## config.mk

```make
export PLATFORM = sky130hd
export DESIGN_NAME = fpl_protection_seq
export DESIGN_NICKNAME = d
export VERILOG_FILES = /design/src/pkg/fpl_pkg.sv /design/src/pkg/fpl_reg_if.sv /design/src/design/fpl_qual_timer.sv /design/src/design/fpl_axil_regs.sv /design/src/design/fpl_protection_seq.sv
export VERILOG_INCLUDE_DIRS = /design/src /design/src/pkg
export SDC_FILE = /design/constraint.sdc
export NUM_CORES = 1
export LEC_CHECK = 0
export BUFFER_PORTS_ARGS = -buffer_cell sky130_fd_sc_hd__buf_2
export CORE_MARGIN = 5
export CORE_UTILIZATION = 30
export CTS_CLUSTER_DIAMETER = 50
export DETAILED_ROUTE_END_ITERATION = 10
export HOLD_SLACK_MARGIN = 0.15
export PLACE_DENSITY = 0.54
export SLEW_MARGIN = 15
export SYNTH_ARGS = -nofsm -noshare
export SYNTH_HDL_FRONTEND = slang
export SYNTH_SLANG_ARGS = --single-unit
```

## constraint.sdc

```tcl
create_clock -name aclk -period 2.3 [get_ports aclk]
set_input_delay 0.23 -clock aclk [delete_from_list [all_inputs] [get_ports aclk]]
set_output_delay 0.23 -clock aclk [all_outputs]
set_load 0.01 [all_outputs]
```

## src/pkg/fpl_consts.svh

```systemverilog
`ifndef FPL_CONSTS_SVH
`define FPL_CONSTS_SVH
`define FPL_CLK_MHZ 125
`define FPL_QUAL_US 10
`define FPL_QUAL_CYC (`FPL_QUAL_US * `FPL_CLK_MHZ)
`define FPL_EXT65_US 55
`define FPL_EXT65_CYC (`FPL_EXT65_US * `FPL_CLK_MHZ)
`define FPL_EXT100_US 35
`define FPL_EXT100_CYC (`FPL_EXT100_US * `FPL_CLK_MHZ)
`define FPL_LHI_US 50
`define FPL_LHI_CYC (`FPL_LHI_US * `FPL_CLK_MHZ)
`define FPL_LLO_US 350
`define FPL_LLO_CYC (`FPL_LLO_US * `FPL_CLK_MHZ)
`define FPL_OFF_MS 600
`define FPL_OFF_CYC (`FPL_OFF_MS * 1000 * `FPL_CLK_MHZ)
`define FPL_FAULT_US 128
`define FPL_FAULT_CYC (`FPL_FAULT_US * `FPL_CLK_MHZ)
`define FPL_SS_US 4000
`define FPL_SS_CYC (`FPL_SS_US * `FPL_CLK_MHZ)
`define FPL_AUTOREC_MS 1000
`define FPL_AUTOREC_CYC (`FPL_AUTOREC_MS * 1000 * `FPL_CLK_MHZ)
`define FPL_ADDR_W 4
`define FPL_CTRL_OFS 4'h0
`define FPL_STATUS_OFS 4'h4
`define FPL_CTRL_OPTB 0
`define FPL_CTRL_V100 1
`define FPL_CTRL_RST 2'h0
`define FPL_RESP_OKAY 2'h0
`define FPL_RESP_SLVERR 2'h2
`define FPL_C_OC 0
`define FPL_C_SHORT 1
`define FPL_C_UV 2
`define FPL_C_EXT 3
`define FPL_C_OVP 4
`define FPL_C_LPIN 5
`define FPL_NCAUSE 6
`endif

```

## src/pkg/fpl_pkg.sv

```systemverilog
package fpl_pkg;
  typedef enum logic [2:0] {
    FPL_WAIT, FPL_SOFTSTART, FPL_RUN, FPL_LATCHED,
    FPL_AUTOREC, FPL_THERMAL, FPL_OFFMODE
  } fpl_state_type;
endpackage : fpl_pkg

```

## src/pkg/fpl_reg_if.sv

```systemverilog
`timescale 1ns/10ps
`default_nettype none
interface fpl_reg_if;
  logic opt_autorec;
  logic var_100k;
  logic [31:0] status;
  modport regs (output opt_autorec, output var_100k, input status);
  modport core (input opt_autorec, input var_100k, output status);
endinterface : fpl_reg_if
`default_nettype wire

```

## src/design/fpl_qual_timer.sv

```systemverilog
`timescale 1ns/10ps
`default_nettype none
module fpl_qual_timer #(
  parameter int W = 32
) (
  input wire logic aclk,
  input wire logic aresetn,
  input wire logic arm,
  input wire logic [W-1:0] limit,
  output logic done
);
  logic [W-1:0] count;

  generate
    if (W < 1) begin : g_bad
      $error("fpl_qual_timer: width must be at least 1");
    end
  endgenerate

  // counts while armed, holds at limit, clears when disarmed
  always_ff @(posedge aclk) begin
    if (!aresetn || !arm) begin
      count <= '0;
    end else if (count != limit) begin
      count <= count + 1'b1;
    end
  end

  assign done = arm && (count == limit);
endmodule : fpl_qual_timer
`default_nettype wire

```

## src/design/fpl_axil_regs.sv

```systemverilog
`timescale 1ns/10ps
`default_nettype none
`include "fpl_consts.svh"
module fpl_axil_regs (
  input wire logic aclk,
  input wire logic aresetn,
  input wire logic [`FPL_ADDR_W-1:0] s_axi_awaddr,
  input wire logic s_axi_awvalid,
  output logic s_axi_awready,
  input wire logic [31:0] s_axi_wdata,
  input wire logic [3:0] s_axi_wstrb,
  input wire logic s_axi_wvalid,
  output logic s_axi_wready,
  output logic [1:0] s_axi_bresp,
  output logic s_axi_bvalid,
  input wire logic s_axi_bready,
  input wire logic [`FPL_ADDR_W-1:0] s_axi_araddr,
  input wire logic s_axi_arvalid,
  output logic s_axi_arready,
  output logic [31:0] s_axi_rdata,
  output logic [1:0] s_axi_rresp,
  output logic s_axi_rvalid,
  input wire logic s_axi_rready,
  fpl_reg_if.regs rif
);
  logic aw_held;
  logic w_held;
  logic [`FPL_ADDR_W-1:0] aw_addr;
  logic [31:0] w_data;
  logic w_lane0;
  logic commit;

  assign commit = aw_held && w_held && !s_axi_bvalid;

  // write channel: address and data taken in either order
  always_ff @(posedge aclk) begin
    if (!aresetn) begin
      aw_held <= 1'b0;
      w_held <= 1'b0;
      aw_addr <= '0;
      w_data <= '0;
      w_lane0 <= 1'b0;
      s_axi_awready <= 1'b1;
      s_axi_wready <= 1'b1;
      s_axi_bvalid <= 1'b0;
      s_axi_bresp <= `FPL_RESP_OKAY;
    end else begin
      if (s_axi_awvalid && s_axi_awready) begin
        aw_held <= 1'b1;
        aw_addr <= s_axi_awaddr;
        s_axi_awready <= 1'b0;
      end
      if (s_axi_wvalid && s_axi_wready) begin
        w_held <= 1'b1;
        w_data <= s_axi_wdata;
        w_lane0 <= s_axi_wstrb[0];
        s_axi_wready <= 1'b0;
      end
      if (commit) begin
        aw_held <= 1'b0;
        w_held <= 1'b0;
        s_axi_bvalid <= 1'b1;
        s_axi_bresp <= (aw_addr == `FPL_CTRL_OFS ||
                        aw_addr == `FPL_STATUS_OFS) ?
                       `FPL_RESP_OKAY : `FPL_RESP_SLVERR;
      end
      if (s_axi_bvalid && s_axi_bready) begin
        s_axi_bvalid <= 1'b0;
        s_axi_awready <= 1'b1;
        s_axi_wready <= 1'b1;
      end
    end
  end

  // control register
  always_ff @(posedge aclk) begin
    if (!aresetn) begin
      {rif.var_100k, rif.opt_autorec} <= `FPL_CTRL_RST;
    end else if (commit && aw_addr == `FPL_CTRL_OFS && w_lane0) begin
      rif.opt_autorec <= w_data[`FPL_CTRL_OPTB];
      rif.var_100k <= w_data[`FPL_CTRL_V100];
    end
  end

  // read channel
  always_ff @(posedge aclk) begin
    if (!aresetn) begin
      s_axi_arready <= 1'b1;
      s_axi_rvalid <= 1'b0;
      s_axi_rdata <= '0;
      s_axi_rresp <= `FPL_RESP_OKAY;
    end else if (s_axi_arvalid && s_axi_arready) begin
      s_axi_arready <= 1'b0;
      s_axi_rvalid <= 1'b1;
      s_axi_rresp <= `FPL_RESP_OKAY;
      s_axi_rdata <= '0;
      if (s_axi_araddr == `FPL_CTRL_OFS) begin
        s_axi_rdata[`FPL_CTRL_OPTB] <= rif.opt_autorec;
        s_axi_rdata[`FPL_CTRL_V100] <= rif.var_100k;
      end else if (s_axi_araddr == `FPL_STATUS_OFS) begin
        s_axi_rdata <= rif.status;
      end else begin
        s_axi_rresp <= `FPL_RESP_SLVERR;
      end
    end else if (s_axi_rvalid && s_axi_rready) begin
      s_axi_rvalid <= 1'b0;
      s_axi_arready <= 1'b1;
    end
  end
endmodule : fpl_axil_regs
`default_nettype wire

```

## src/design/fpl_protection_seq.sv

```systemverilog
`timescale 1ns/10ps
`default_nettype none
`include "fpl_consts.svh"
module fpl_protection_seq
  import fpl_pkg::*;
#(
  parameter int unsigned FAULT_CYC = `FPL_FAULT_CYC,
  parameter int unsigned QUAL_CYC = `FPL_QUAL_CYC,
  parameter int unsigned EXT65_CYC = `FPL_EXT65_CYC,
  parameter int unsigned EXT100_CYC = `FPL_EXT100_CYC,
  parameter int unsigned LHI_CYC = `FPL_LHI_CYC,
  parameter int unsigned LLO_CYC = `FPL_LLO_CYC,
  parameter int unsigned OFF_CYC = `FPL_OFF_CYC,
  parameter int unsigned SS_CYC = `FPL_SS_CYC,
  parameter int unsigned AUTOREC_CYC = `FPL_AUTOREC_CYC
) (
  input wire logic aclk,
  input wire logic aresetn,
  input wire logic [`FPL_ADDR_W-1:0] s_axi_awaddr,
  input wire logic s_axi_awvalid,
  output logic s_axi_awready,
  input wire logic [31:0] s_axi_wdata,
  input wire logic [3:0] s_axi_wstrb,
  input wire logic s_axi_wvalid,
  output logic s_axi_wready,
  output logic [1:0] s_axi_bresp,
  output logic s_axi_bvalid,
  input wire logic s_axi_bready,
  input wire logic [`FPL_ADDR_W-1:0] s_axi_araddr,
  input wire logic s_axi_arvalid,
  output logic s_axi_arready,
  output logic [31:0] s_axi_rdata,
  output logic [1:0] s_axi_rresp,
  output logic s_axi_rvalid,
  input wire logic s_axi_rready,
  input wire logic current_limit_level,
  input wire logic cs_stop_level,
  input wire logic vcc_below_off,
  input wire logic vcc_below_reset,
  input wire logic vcc_above_on,
  input wire logic vcc_above_ovp,
  input wire logic ext_latch_req,
  input wire logic latch_pin_high,
  input wire logic latch_pin_low,
  input wire logic thermal_shutdown_flag,
  input wire logic thermal_fault_cleared,
  input wire logic offmode_feedback_threshold,
  input wire logic onmode_feedback_threshold,
  input wire logic x2_discharge_done,
  output logic gate_drive_output,
  output logic softstart_bias_boost,
  output logic hv_startup_enable,
  output logic internal_supply_enable
);
  localparam int NT = 8;
  localparam int T_FAULT = 0;
  localparam int T_UV = 1;
  localparam int T_EXT = 2;
  localparam int T_OVP = 3;
  localparam int T_TSD = 4;
  localparam int T_OFF = 5;
  localparam int T_LHI = 6;
  localparam int T_LLO = 7;

  generate
    if (FAULT_CYC == 0 || QUAL_CYC == 0 || EXT65_CYC == 0 ||
        EXT100_CYC == 0 || LHI_CYC == 0 || LLO_CYC == 0 ||
        OFF_CYC == 0 || SS_CYC == 0 || AUTOREC_CYC == 0) begin : g_bad
      $error("fpl_protection_seq: every count must be at least 1");
    end
  endgenerate

  fpl_reg_if rif ();

  fpl_axil_regs u_regs (
    .aclk(aclk),
    .aresetn(aresetn),
    .s_axi_awaddr(s_axi_awaddr),
    .s_axi_awvalid(s_axi_awvalid),
    .s_axi_awready(s_axi_awready),
    .s_axi_wdata(s_axi_wdata),
    .s_axi_wstrb(s_axi_wstrb),
    .s_axi_wvalid(s_axi_wvalid),
    .s_axi_wready(s_axi_wready),
    .s_axi_bresp(s_axi_bresp),
    .s_axi_bvalid(s_axi_bvalid),
    .s_axi_bready(s_axi_bready),
    .s_axi_araddr(s_axi_araddr),
    .s_axi_arvalid(s_axi_arvalid),
    .s_axi_arready(s_axi_arready),
    .s_axi_rdata(s_axi_rdata),
    .s_axi_rresp(s_axi_rresp),
    .s_axi_rvalid(s_axi_rvalid),
    .s_axi_rready(s_axi_rready),
    .rif(rif.regs)
  );

  fpl_state_type state;
  fpl_state_type next_state;
  logic [`FPL_NCAUSE-1:0] cause;
  logic [`FPL_NCAUSE-1:0] next_cause;
  logic [`FPL_NCAUSE-1:0] trip;
  logic [`FPL_NCAUSE-1:0] rel_ok;
  logic [31:0] phase_cnt;
  logic running;
  logic [NT-1:0] tm_arm;
  logic [NT-1:0] tm_done;
  logic [31:0] tm_lim [NT];

  assign running = (state == FPL_SOFTSTART) || (state == FPL_RUN);

  // qualification arming; only the thermal timer is also armed outside the live states, in wait
  always_comb begin
    tm_arm = '0;
    tm_arm[T_FAULT] = running && current_limit_level;
    tm_arm[T_UV] = running && vcc_below_off;
    tm_arm[T_EXT] = running && ext_latch_req;
    tm_arm[T_OVP] = running && vcc_above_ovp;
    tm_arm[T_TSD] = (running || state == FPL_WAIT) &&
                    thermal_shutdown_flag;
    tm_arm[T_OFF] = (state == FPL_RUN) &&
                    offmode_feedback_threshold;
    tm_arm[T_LHI] = running && latch_pin_high;
    tm_arm[T_LLO] = (state == FPL_RUN) && latch_pin_low;
  end

  always_comb begin
    tm_lim[T_FAULT] = FAULT_CYC;
    tm_lim[T_UV] = QUAL_CYC;
    tm_lim[T_EXT] = rif.var_100k ? EXT100_CYC : EXT65_CYC;
    tm_lim[T_OVP] = QUAL_CYC;
    tm_lim[T_TSD] = QUAL_CYC;
    tm_lim[T_OFF] = OFF_CYC;
    tm_lim[T_LHI] = LHI_CYC;
    tm_lim[T_LLO] = LLO_CYC;
  end

  generate
    for (genvar gi = 0; gi < NT; gi++) begin : g_tmr
      fpl_qual_timer #(.W(32)) u_tmr (
        .aclk(aclk),
        .aresetn(aresetn),
        .arm(tm_arm[gi]),
        .limit(tm_lim[gi]),
        .done(tm_done[gi])
      );
    end
  endgenerate

  // latch causes from qualified events, the winding short from its level at once
  always_comb begin
    trip = '0;
    trip[`FPL_C_OC] = tm_done[T_FAULT];
    trip[`FPL_C_SHORT] = running && cs_stop_level;
    trip[`FPL_C_UV] = tm_done[T_UV];
    trip[`FPL_C_EXT] = tm_done[T_EXT];
    trip[`FPL_C_OVP] = tm_done[T_OVP];
    trip[`FPL_C_LPIN] = tm_done[T_LHI] || tm_done[T_LLO];
  end

  // per-cause release conditions
  always_comb begin
    rel_ok = '1;
    rel_ok[`FPL_C_OC] = !cause[`FPL_C_OC] ||
                        x2_discharge_done || vcc_below_reset;
    rel_ok[`FPL_C_SHORT] = !cause[`FPL_C_SHORT] ||
                           x2_discharge_done || vcc_below_reset;
    rel_ok[`FPL_C_UV] = !cause[`FPL_C_UV] ||
                        x2_discharge_done || !vcc_below_reset;
    rel_ok[`FPL_C_EXT] = !cause[`FPL_C_EXT] ||
                         x2_discharge_done || !vcc_above_on;
    rel_ok[`FPL_C_OVP] = !cause[`FPL_C_OVP] ||
                         x2_discharge_done || vcc_below_reset;
    rel_ok[`FPL_C_LPIN] = !cause[`FPL_C_LPIN] || vcc_below_reset;
  end

  always_comb begin
    next_state = state;
    next_cause = cause;
    unique case (state)
      FPL_WAIT: begin
        if (tm_done[T_TSD]) begin
          next_state = FPL_THERMAL;
        end else if (vcc_above_on) begin
          if (latch_pin_high) begin
            next_state = FPL_LATCHED;
            next_cause[`FPL_C_LPIN] = 1'b1;
          end else begin
            next_state = FPL_SOFTSTART;
          end
        end
      end
      FPL_SOFTSTART, FPL_RUN: begin
        if (tm_done[T_TSD]) begin
          next_state = FPL_THERMAL;
        end else if (|trip) begin
          next_state = FPL_LATCHED;
          next_cause = trip;
        end else if (tm_done[T_OFF]) begin
          next_state = FPL_OFFMODE;
        end else if (state == FPL_SOFTSTART &&
                     phase_cnt == SS_CYC - 1) begin
          next_state = FPL_RUN;
        end
      end
      FPL_LATCHED: begin
        if (&rel_ok) begin
          next_state = FPL_WAIT;
          next_cause = '0;
        end else if (rif.opt_autorec &&
                     !(|cause[`FPL_NCAUSE-1:`FPL_C_UV])) begin
          next_state = FPL_AUTOREC;
        end
      end
      FPL_AUTOREC: begin
        if (x2_discharge_done || vcc_below_reset ||
            phase_cnt == AUTOREC_CYC - 1) begin
          next_state = FPL_WAIT;
          next_cause = '0;
        end
      end
      FPL_THERMAL: begin
        if (vcc_above_on && thermal_fault_cleared) begin
          next_state = FPL_SOFTSTART;
        end
      end
      FPL_OFFMODE: begin
        if (vcc_above_on && onmode_feedback_threshold) begin
          next_state = FPL_SOFTSTART;
        end
      end
      default: begin
        next_state = FPL_WAIT;
        next_cause = '0;
      end
    endcase
  end

  always_ff @(posedge aclk) begin
    if (!aresetn) begin
      state <= FPL_WAIT;
      cause <= '0;
    end else begin
      state <= next_state;
      cause <= next_cause;
    end
  end

  // soft-start and recovery delay counter
  always_ff @(posedge aclk) begin
    if (!aresetn || next_state != state) begin
      phase_cnt <= '0;
    end else if (phase_cnt != 32'hFFFFFFFF) begin
      phase_cnt <= phase_cnt + 32'h00000001;
    end
  end

  // registered pin controls
  always_ff @(posedge aclk) begin
    if (!aresetn) begin
      gate_drive_output <= 1'b0;
      softstart_bias_boost <= 1'b0;
      hv_startup_enable <= 1'b1;
      internal_supply_enable <= 1'b1;
    end else begin
      gate_drive_output <= (next_state == FPL_SOFTSTART ||
                            next_state == FPL_RUN) &&
                           !thermal_shutdown_flag;
      softstart_bias_boost <= next_state == FPL_SOFTSTART;
      hv_startup_enable <= next_state != FPL_THERMAL;
      internal_supply_enable <= next_state != FPL_OFFMODE;
    end
  end

  assign rif.status = {16'h0000, gate_drive_output,
                       softstart_bias_boost, hv_startup_enable,
                       internal_supply_enable, 2'h0, cause,
                       1'b0, state};
endmodule : fpl_protection_seq
`default_nettype wire

```

==> results.py, run 1 <==
metrics = {
    "run_status": {
        "status": "finished with violations",
        "violations": "negative setup slack",
    },
    "synthesis": {
        "avgSynthCellArea_um2": 8.54,
        "yosysUniqueCellTypes": 67,
        "ys_seq_area_share_pct": 42.5,
        "synthesis.area_um2": 15600,
        "yosys_register_bits": 332,
        "yosysWarnings": 0,
        "netlist_instances": 1829,
        "synth_async_sr_flop_share_pct": 0,
        "synth_edf_count": 0,
        "synth_ff_type": "dfxtp_1",
    },
    "routing": {
        "avgViaCountPerCell": 4.74,
        "drt-wirelength-per-cell_um": 13.6,
        "vias": 14300,
        "remaining_drc_errors": 0,
        "first_pass_iters": 7,
        "drt-initial-drc-count": 776,
        "antenna_left": 0,
        "drt_wl_total_um": 41100,
    },
    "floorplan": {
        "num_rows": 83,
        "die_width_um": 238,
        "ios": 110,
        "fp.dieH_um": 238,
        "start_util_pct": 30.3,
        "die_area_um2": 56800,
        "coreArea_um2": 51500,
    },
    "timing": {
        "rsz0062_at_grt": "yes",
        "finalHoldViolCount": 0,
        "worstMarginPinSlew_ns": 0.789,
        "final-max-slew-violation-count": 0,
        "fmax_ghz": 0.374,
        "hold-worst-slack_ns": 0.177,
        "fin_ws_ns": -0.372,
        "final.min_clock_period_ns": 2.67,
        "fin_skew_ns": 0.0214,
        "slew_headroom_pct": 47.3,
        "fin_crit_sh_pct": 116,
        "setup_viol": 37,
    },
    "cells_and_area": {
        "fin_nets": 2384,
        "regArea_um2": 6670,
        "final_common_cell": "buf_4",
        "final_core_util_pct": 43.0,
        "final_cell_mix": "buf_4, nor2_1, dfxtp_1",
        "syn2layout_area_growth_pct": 41.8,
        "fillCellCount": 5074,
        "drive_gt1_share_pct": 28.4,
        "multi_input_area_um2": 9110,
    },
    "cts": {
        "cts.sinks": 332,
        "htreeDepth": 2,
        "cts-root-buf": "clkbuf_16",
        "cts_buffers": 47,
        "path_clk_slew_ns": 0.06,
        "clk-insertion-delay-late_ns": 0.56,
        "cts_tree": "done",
        "clockBufferDepth": 3,
    },
    "global_route": {
        "met3_usage_pct": 2.67,
        "grt_pass1_wl_um": 67800,
        "grt-busiest-layer": "met2",
        "grt.overflow.total": 0,
        "grt_pass1_vias": 14000,
        "antenna_found_initial": 4,
        "grt_util_all_layers_pct": 14.0,
        "grt_use_met2_pct": 22.7,
        "use_met1_pct": 18.6,
        "grt_max_degree": 33,
    },
    "setup_path": {
        "cp_max_fo": 6,
        "r2r_slack_ns": -0.37,
        "r2r-end": "phase_cnt[31]$_SDFFE_PP0P_",
        "crit_end": "phase_cnt[31]$_SDFFE_PP0P_",
        "worstSetupStartpoint": "g_tmr[6].u_tmr.count[0]$_SDFFE_PP0P_",
        "r2r-start": "g_tmr[6].u_tmr.count[0]$_SDFFE_PP0P_",
        "worstSetupPathType": "reg -> reg",
        "cp_data_required_time_ns": 2.78,
        "crit_path_end_kind": "flop",
        "cp-start-kind": "flop",
        "crit_arrival_ns": 3.15,
        "rr_worst_depth": 11,
    },
    "power": {
        "p_int_mw": 10.9,
        "power_mw": 14.0,
        "ir_worst_vdd_uv": 600,
        "p_seq_share_pct": 41.6,
        "power.density_nw_per_um2": 633,
        "clkPwrFrac_pct": 52.7,
        "pwr-share-comb_pct": 5.7,
        "p_leak_nw": 8.25,
        "p_sw_share_pct": 22.4,
        "net-switching-power_mw": 3.15,
    },
    "placed_design": {
        "place.gp.congestion": 0.834,
        "dp_hpwl_um": 28800,
        "port_buffers": 55,
    },
    "job": {
        "cap_violations": 0,
    },
    "min_path": {
        "hold_class": "in -> reg",
    },
}
## area by class of cell
type | count | share of cell area (%)
flip-flops and latches | 332 | 30.1
diodes | 2 | 0.0226
repair buffers | 484 | 17.0
well taps | 680 | 3.84
clock inverters | 18 | 1.09
multi-input cells | 1397 | 41.1
clock buffers | 63 | 6.17
inverters | 41 | 0.694
## sequential cells by signal (all words and copies together), names as in the netlist
register / flops
u_regs.w_held: 1
gate_drive_output: 1
softstart_bias_boost: 1
u_regs.w_lane0: 1
internal_supply_enable: 1
g_tmr.u_tmr.count: 256
u_regs.s_axi_awready: 1
u_regs.aw_held: 1
state: 3
u_regs.s_axi_bresp: 1
u_regs.s_axi_rresp: 1
u_regs.aw_addr: 4
u_regs.s_axi_rdata: 13
u_regs.rif.opt_autorec: 1
u_regs.w_data: 2
cause: 6
hv_startup_enable: 1
u_regs.s_axi_wready: 1
u_regs.s_axi_bvalid: 1
phase_cnt: 32
u_regs.rif.var_100k: 1
u_regs.s_axi_arready: 1
u_regs.s_axi_rvalid: 1
## through the flow
stage	setup TNS (ns)	worst slack [ns]	instances	area (µm²)
after CTS	-8.38	-0.279	3013	21700
after floorplan	-1.04	-0.0345	1849	15800
after global routing	-15.17	-0.466	3016	22200
after detailed placement	-10.53	-0.328	2877	19400
final	-11.04	-0.372	3017	22200
after global placement	-7.79	-0.236	2877	19400
## critical path, cell delays in order, from the launching register on
cell and delay, ns:
dfxtp_2 0.34, inv_2 0.05, ha_4 0.15, nor4bb_4 0.14, nand4_1 0.18, nor3_4 0.09
a2111oi_4 0.37, buf_4 0.21, a32oi_2 0.12, a2111o_2 0.60, buf_6 0.19, nor3_4 0.15
## how the worst min path moves through the flow
stage,start,to,cells after the start
after floorplan,thermal_shutdown_flag,gate_drive_output$_SDFF_PN0_,1
after global placement,u_regs.w_lane0$_SDFFE_PN0P_,u_regs.w_lane0$_SDFFE_PN0P_,2
after detailed placement,thermal_shutdown_flag,gate_drive_output$_SDFF_PN0_,2
after CTS,offmode_feedback_threshold,g_tmr[5].u_tmr.count[29]$_SDFFE_PP0P_,4
after global routing,s_axi_araddr[0],u_regs.s_axi_rdata[1]$_SDFFE_PN0P_,5
final,s_axi_araddr[0],u_regs.s_axi_rdata[1]$_SDFFE_PN0P_,5
## cells by family after synthesis
family	Yosys count	synth area share (%)
DFF	332	42.5
adders and majority gates	16	1.28
and+or+nand+nor	950	31.6
xor gates and xnor gates	256	14.3
muxes	11	0.713
buffers and inverters	120	3.58
AOI/OAI and AO/OA	143	5.95
other	1	0.0240
## Yosys cell counts, types with 31 or more instances
master | n | area, µm²
dfxtp_1 | 332 | 6650
nor2_1 | 322 | 1210
xor2_1 | 156 | 1370
nand3_1 | 132 | 661
nand2_1 | 122 | 458
xnor2_1 | 100 | 876
nand4_1 | 56 | 350
a21oi_1 | 51 | 255
nor4_1 | 50 | 313
clkbuf_1 | 48 | 180
and3_1 | 45 | 282
nor3_1 | 45 | 225
inv_1 | 41 | 154
o21ai_0 | 37 | 185
nor3_2 | 31 | 310
## power by group through the flow
stage                     registers (mW)  logic [mW]  clock network, mW
after CTS                           5.84       0.730               7.61
after floorplan                     5.96       0.380                  0
after global placement              5.96       0.617                  0
after detailed placement            5.96       0.625                  0
final                               5.84       0.802               7.39
after global routing                5.85       0.864               7.85
## timing repair
item | CTS | global route
resized for setup | 52 | 77
endpoints found under the hold margin | 23 | 0
hold buffers | 35 | 0
endpoints found under the setup margin | 53 | 98
buffers inserted | 20 | 9
cloned | 0 | 3
pin swaps | 26 | 38
## layer usage
layer / vias to the layer above / part of all wire, %
met1: 6708 / 47
met2: 244 / 46
li1: 7252 / -
met4: 4 / 2.9
met3: 79 / 4.7
met5: - / 0.080
Power figures use the tool's default switching activity.
==> inputs of run 2 (changes only) <==
--- a/config.mk
+++ b/config.mk
@@ -6,13 +6,16 @@
 export SDC_FILE = /design/constraint.sdc
 export NUM_CORES = 1
 export LEC_CHECK = 0
+export ABC_CLOCK_PERIOD_IN_PS = 2300
 export BUFFER_PORTS_ARGS = -buffer_cell sky130_fd_sc_hd__buf_2
+export CELL_PAD_IN_SITES_DETAIL_PLACEMENT = 1
+export CELL_PAD_IN_SITES_GLOBAL_PLACEMENT = 1
 export CORE_MARGIN = 5
 export CORE_UTILIZATION = 30
 export CTS_CLUSTER_DIAMETER = 50
 export DETAILED_ROUTE_END_ITERATION = 10
 export HOLD_SLACK_MARGIN = 0.15
-export PLACE_DENSITY = 0.54
+export PLACE_DENSITY = 0.65
 export SLEW_MARGIN = 15
 export SYNTH_ARGS = -nofsm -noshare
 export SYNTH_HDL_FRONTEND = slang
==> run 2 against run 1 <==
Compared with the run above:
- the flow still finishes with violations (negative setup slack)
- critical endpoint is now phase_cnt[22]$_SDFFE_PP0P_
- critical path type unchanged
- core utilization increased by 0.56 points
- fmax up 0.62%
- die area unchanged
- cell area is 1.3% higher
- count of clock-buffer cells in the layout stayed put
- global-route usage grew 2.5 points
- routed wire length grew 20%
==> results.py, run 2 (synthesized netlist as in run 1, its figures left out) <==
metrics = {
    "cells_and_area": {
        "fillCellCount": 6064,
        "top_register": "g_tmr.u_tmr.count",
        "final_common_cell": "buf_4",
        "regArea_um2": 6670,
        "fin_nets": 2398,
        "final_core_util_pct": 43.6,
        "multi_input_area_um2": 9280,
        "reg_top3": "g_tmr.u_tmr.count x256, phase_cnt x32, u_regs.s_axi_rdata x13",
        "drive_gt1_share_pct": 29.6,
        "final_cell_mix": "buf_4, nor2_1, dfxtp_1",
        "syn2layout_area_growth_pct": 43.7,
        "diodes": 0,
        "largest_register_ffs": 256,
    },
    "timing": {
        "final-max-slew-violation-count": 0,
        "worstMarginPinSlew_ns": 0.785,
        "rsz0062_at_grt": "yes",
        "slew_headroom_pct": 47.5,
        "setup_viol": 43,
        "fin_crit_sh_pct": 115,
        "final.min_clock_period_ns": 2.66,
        "finalHoldViolCount": 0,
        "fin_ws_ns": -0.355,
        "fmax_ghz": 0.377,
        "fin_skew_ns": 0.0316,
    },
    "floorplan": {
        "die_width_um": 238,
        "ios": 110,
        "coreArea_um2": 51500,
        "die_area_um2": 56800,
        "start_util_pct": 30.3,
        "fp.dieH_um": 238,
        "num_rows": 83,
    },
    "setup_path": {
        "cp-start-kind": "flop",
        "worstSetupPathType": "reg -> reg",
        "crit_path_end_kind": "flop",
        "r2r_slack_ns": -0.36,
        "cp_data_required_time_ns": 2.76,
        "crit_arrival_ns": 3.12,
        "cp_max_fo": 6,
    },
    "routing": {
        "first_pass_iters": 5,
        "drt-initial-drc-count": 507,
        "vias": 14800,
        "antenna_left": 0,
        "drt_wl_total_um": 49100,
        "avgViaCountPerCell": 4.88,
        "drt-wirelength-per-cell_um": 16.2,
        "remaining_drc_errors": 0,
    },
    "run_status": {
        "status": "finished with violations",
        "violations": "negative setup slack",
    },
    "placed_design": {
        "dp_hpwl_um": 33600,
        "dp_worst_setup_slack_ns": -0.466,
        "port_buffers": 55,
        "place.gp.congestion": 0.847,
    },
    "cts": {
        "cts_buffers": 48,
        "cts_tree": "done",
        "clk-insertion-delay-late_ns": 0.59,
        "cts.sinks": 332,
        "cts-root-buf": "clkbuf_16",
        "path_clk_slew_ns": 0.06,
        "htreeDepth": 2,
        "clockBufferDepth": 3,
    },
    "power": {
        "p_leak_nw": 8.43,
        "ir_worst_vdd_uv": 671,
        "power_mw": 14.2,
        "power.density_nw_per_um2": 632,
    },
    "global_route": {
        "grt_pass1_wl_um": 79200,
        "grt_max_degree": 34,
        "antenna_found_initial": 0,
        "grt_pass1_vias": 15900,
        "grt.overflow.total": 0,
        "grt_util_all_layers_pct": 16.5,
    },
    "job": {
        "cap_violations": 0,
    },
    "min_path": {
        "hold_class": "in -> reg",
    },
}
[run 2: final cells by class]
class	instances	share of cell area, %
multi-input combinational	1397	41.3
timing repair buffer	497	17.3
inverter	41	0.685
sequential	332	29.7
clock buffer	63	6.01
clock inverter	24	1.21
tap	680	3.79
[run 2: critical path, cell delays in order (launching register included)]
cell and delay, ns:
dfxtp_1 0.32, nor4b_1 0.49, nand4b_1 0.30, o31ai_4 0.32, o311ai_2 0.22, buf_4 0.19
mux2i_4 0.39, clkbuf_16 0.26, nor3_2 0.05
[run 2: power breakdown]
| group | switching [mW] | leakage (nW) | internal, mW |
|---|---|---|---|
| sequential | 0.0389 | 2.69 | 5.80 |
| combinational | 0.488 | 4.96 | 0.375 |
| clock | 2.89 | 0.790 | 4.61 |
[run 2: path summary, 6_finish.rpt]
path                            cells after the start                           from                                 end
worst max-delay path                                8     phase_cnt[13]$_SDFFE_PP0P_          phase_cnt[22]$_SDFFE_PP0P_
worst min-delay path                                5                s_axi_araddr[2]  u_regs.s_axi_rdata[1]$_SDFFE_PN0P_
worst max register to register                      8     phase_cnt[13]$_SDFFE_PP0P_          phase_cnt[22]$_SDFFE_PP0P_
worst min register to register                      2  u_regs.w_data[0]$_SDFFE_PN0P_       u_regs.w_data[0]$_SDFFE_PN0P_
[run 2: metal layers]
layer	share of wire [%]	up-vias	track usage [%]
li1	-	7298	-
met1	45	7229	20.9
met2	49	195	28.8
met3	3.1	84	2.89
met4	2.8	0	5.15
met5	0	-	0
[run 2: timing repair]
item,in CTS,in global routing
setup endpoints to repair,81,102
cloned,3,2
hold buffers,30,0
resized for setup,83,73
pin swaps,30,31
endpoints found under the hold margin,21,0
setup buffers,16,10
[run 2: metrics by stage]
step | instance area (µm²) | hold slack, ns | setup TNS, ns | instances
floorplan | 15800 | 0.307 | -1.04 | 1849
global placement | 19500 | 0.443 | -13.91 | 2892
detailed placement | 19500 | 0.449 | -17.42 | 2892
CTS | 22000 | 0.161 | -6.64 | 3026
global route | 22500 | 0.201 | -16.87 | 3034
finish | 22500 | 0.195 | -11.53 | 3034
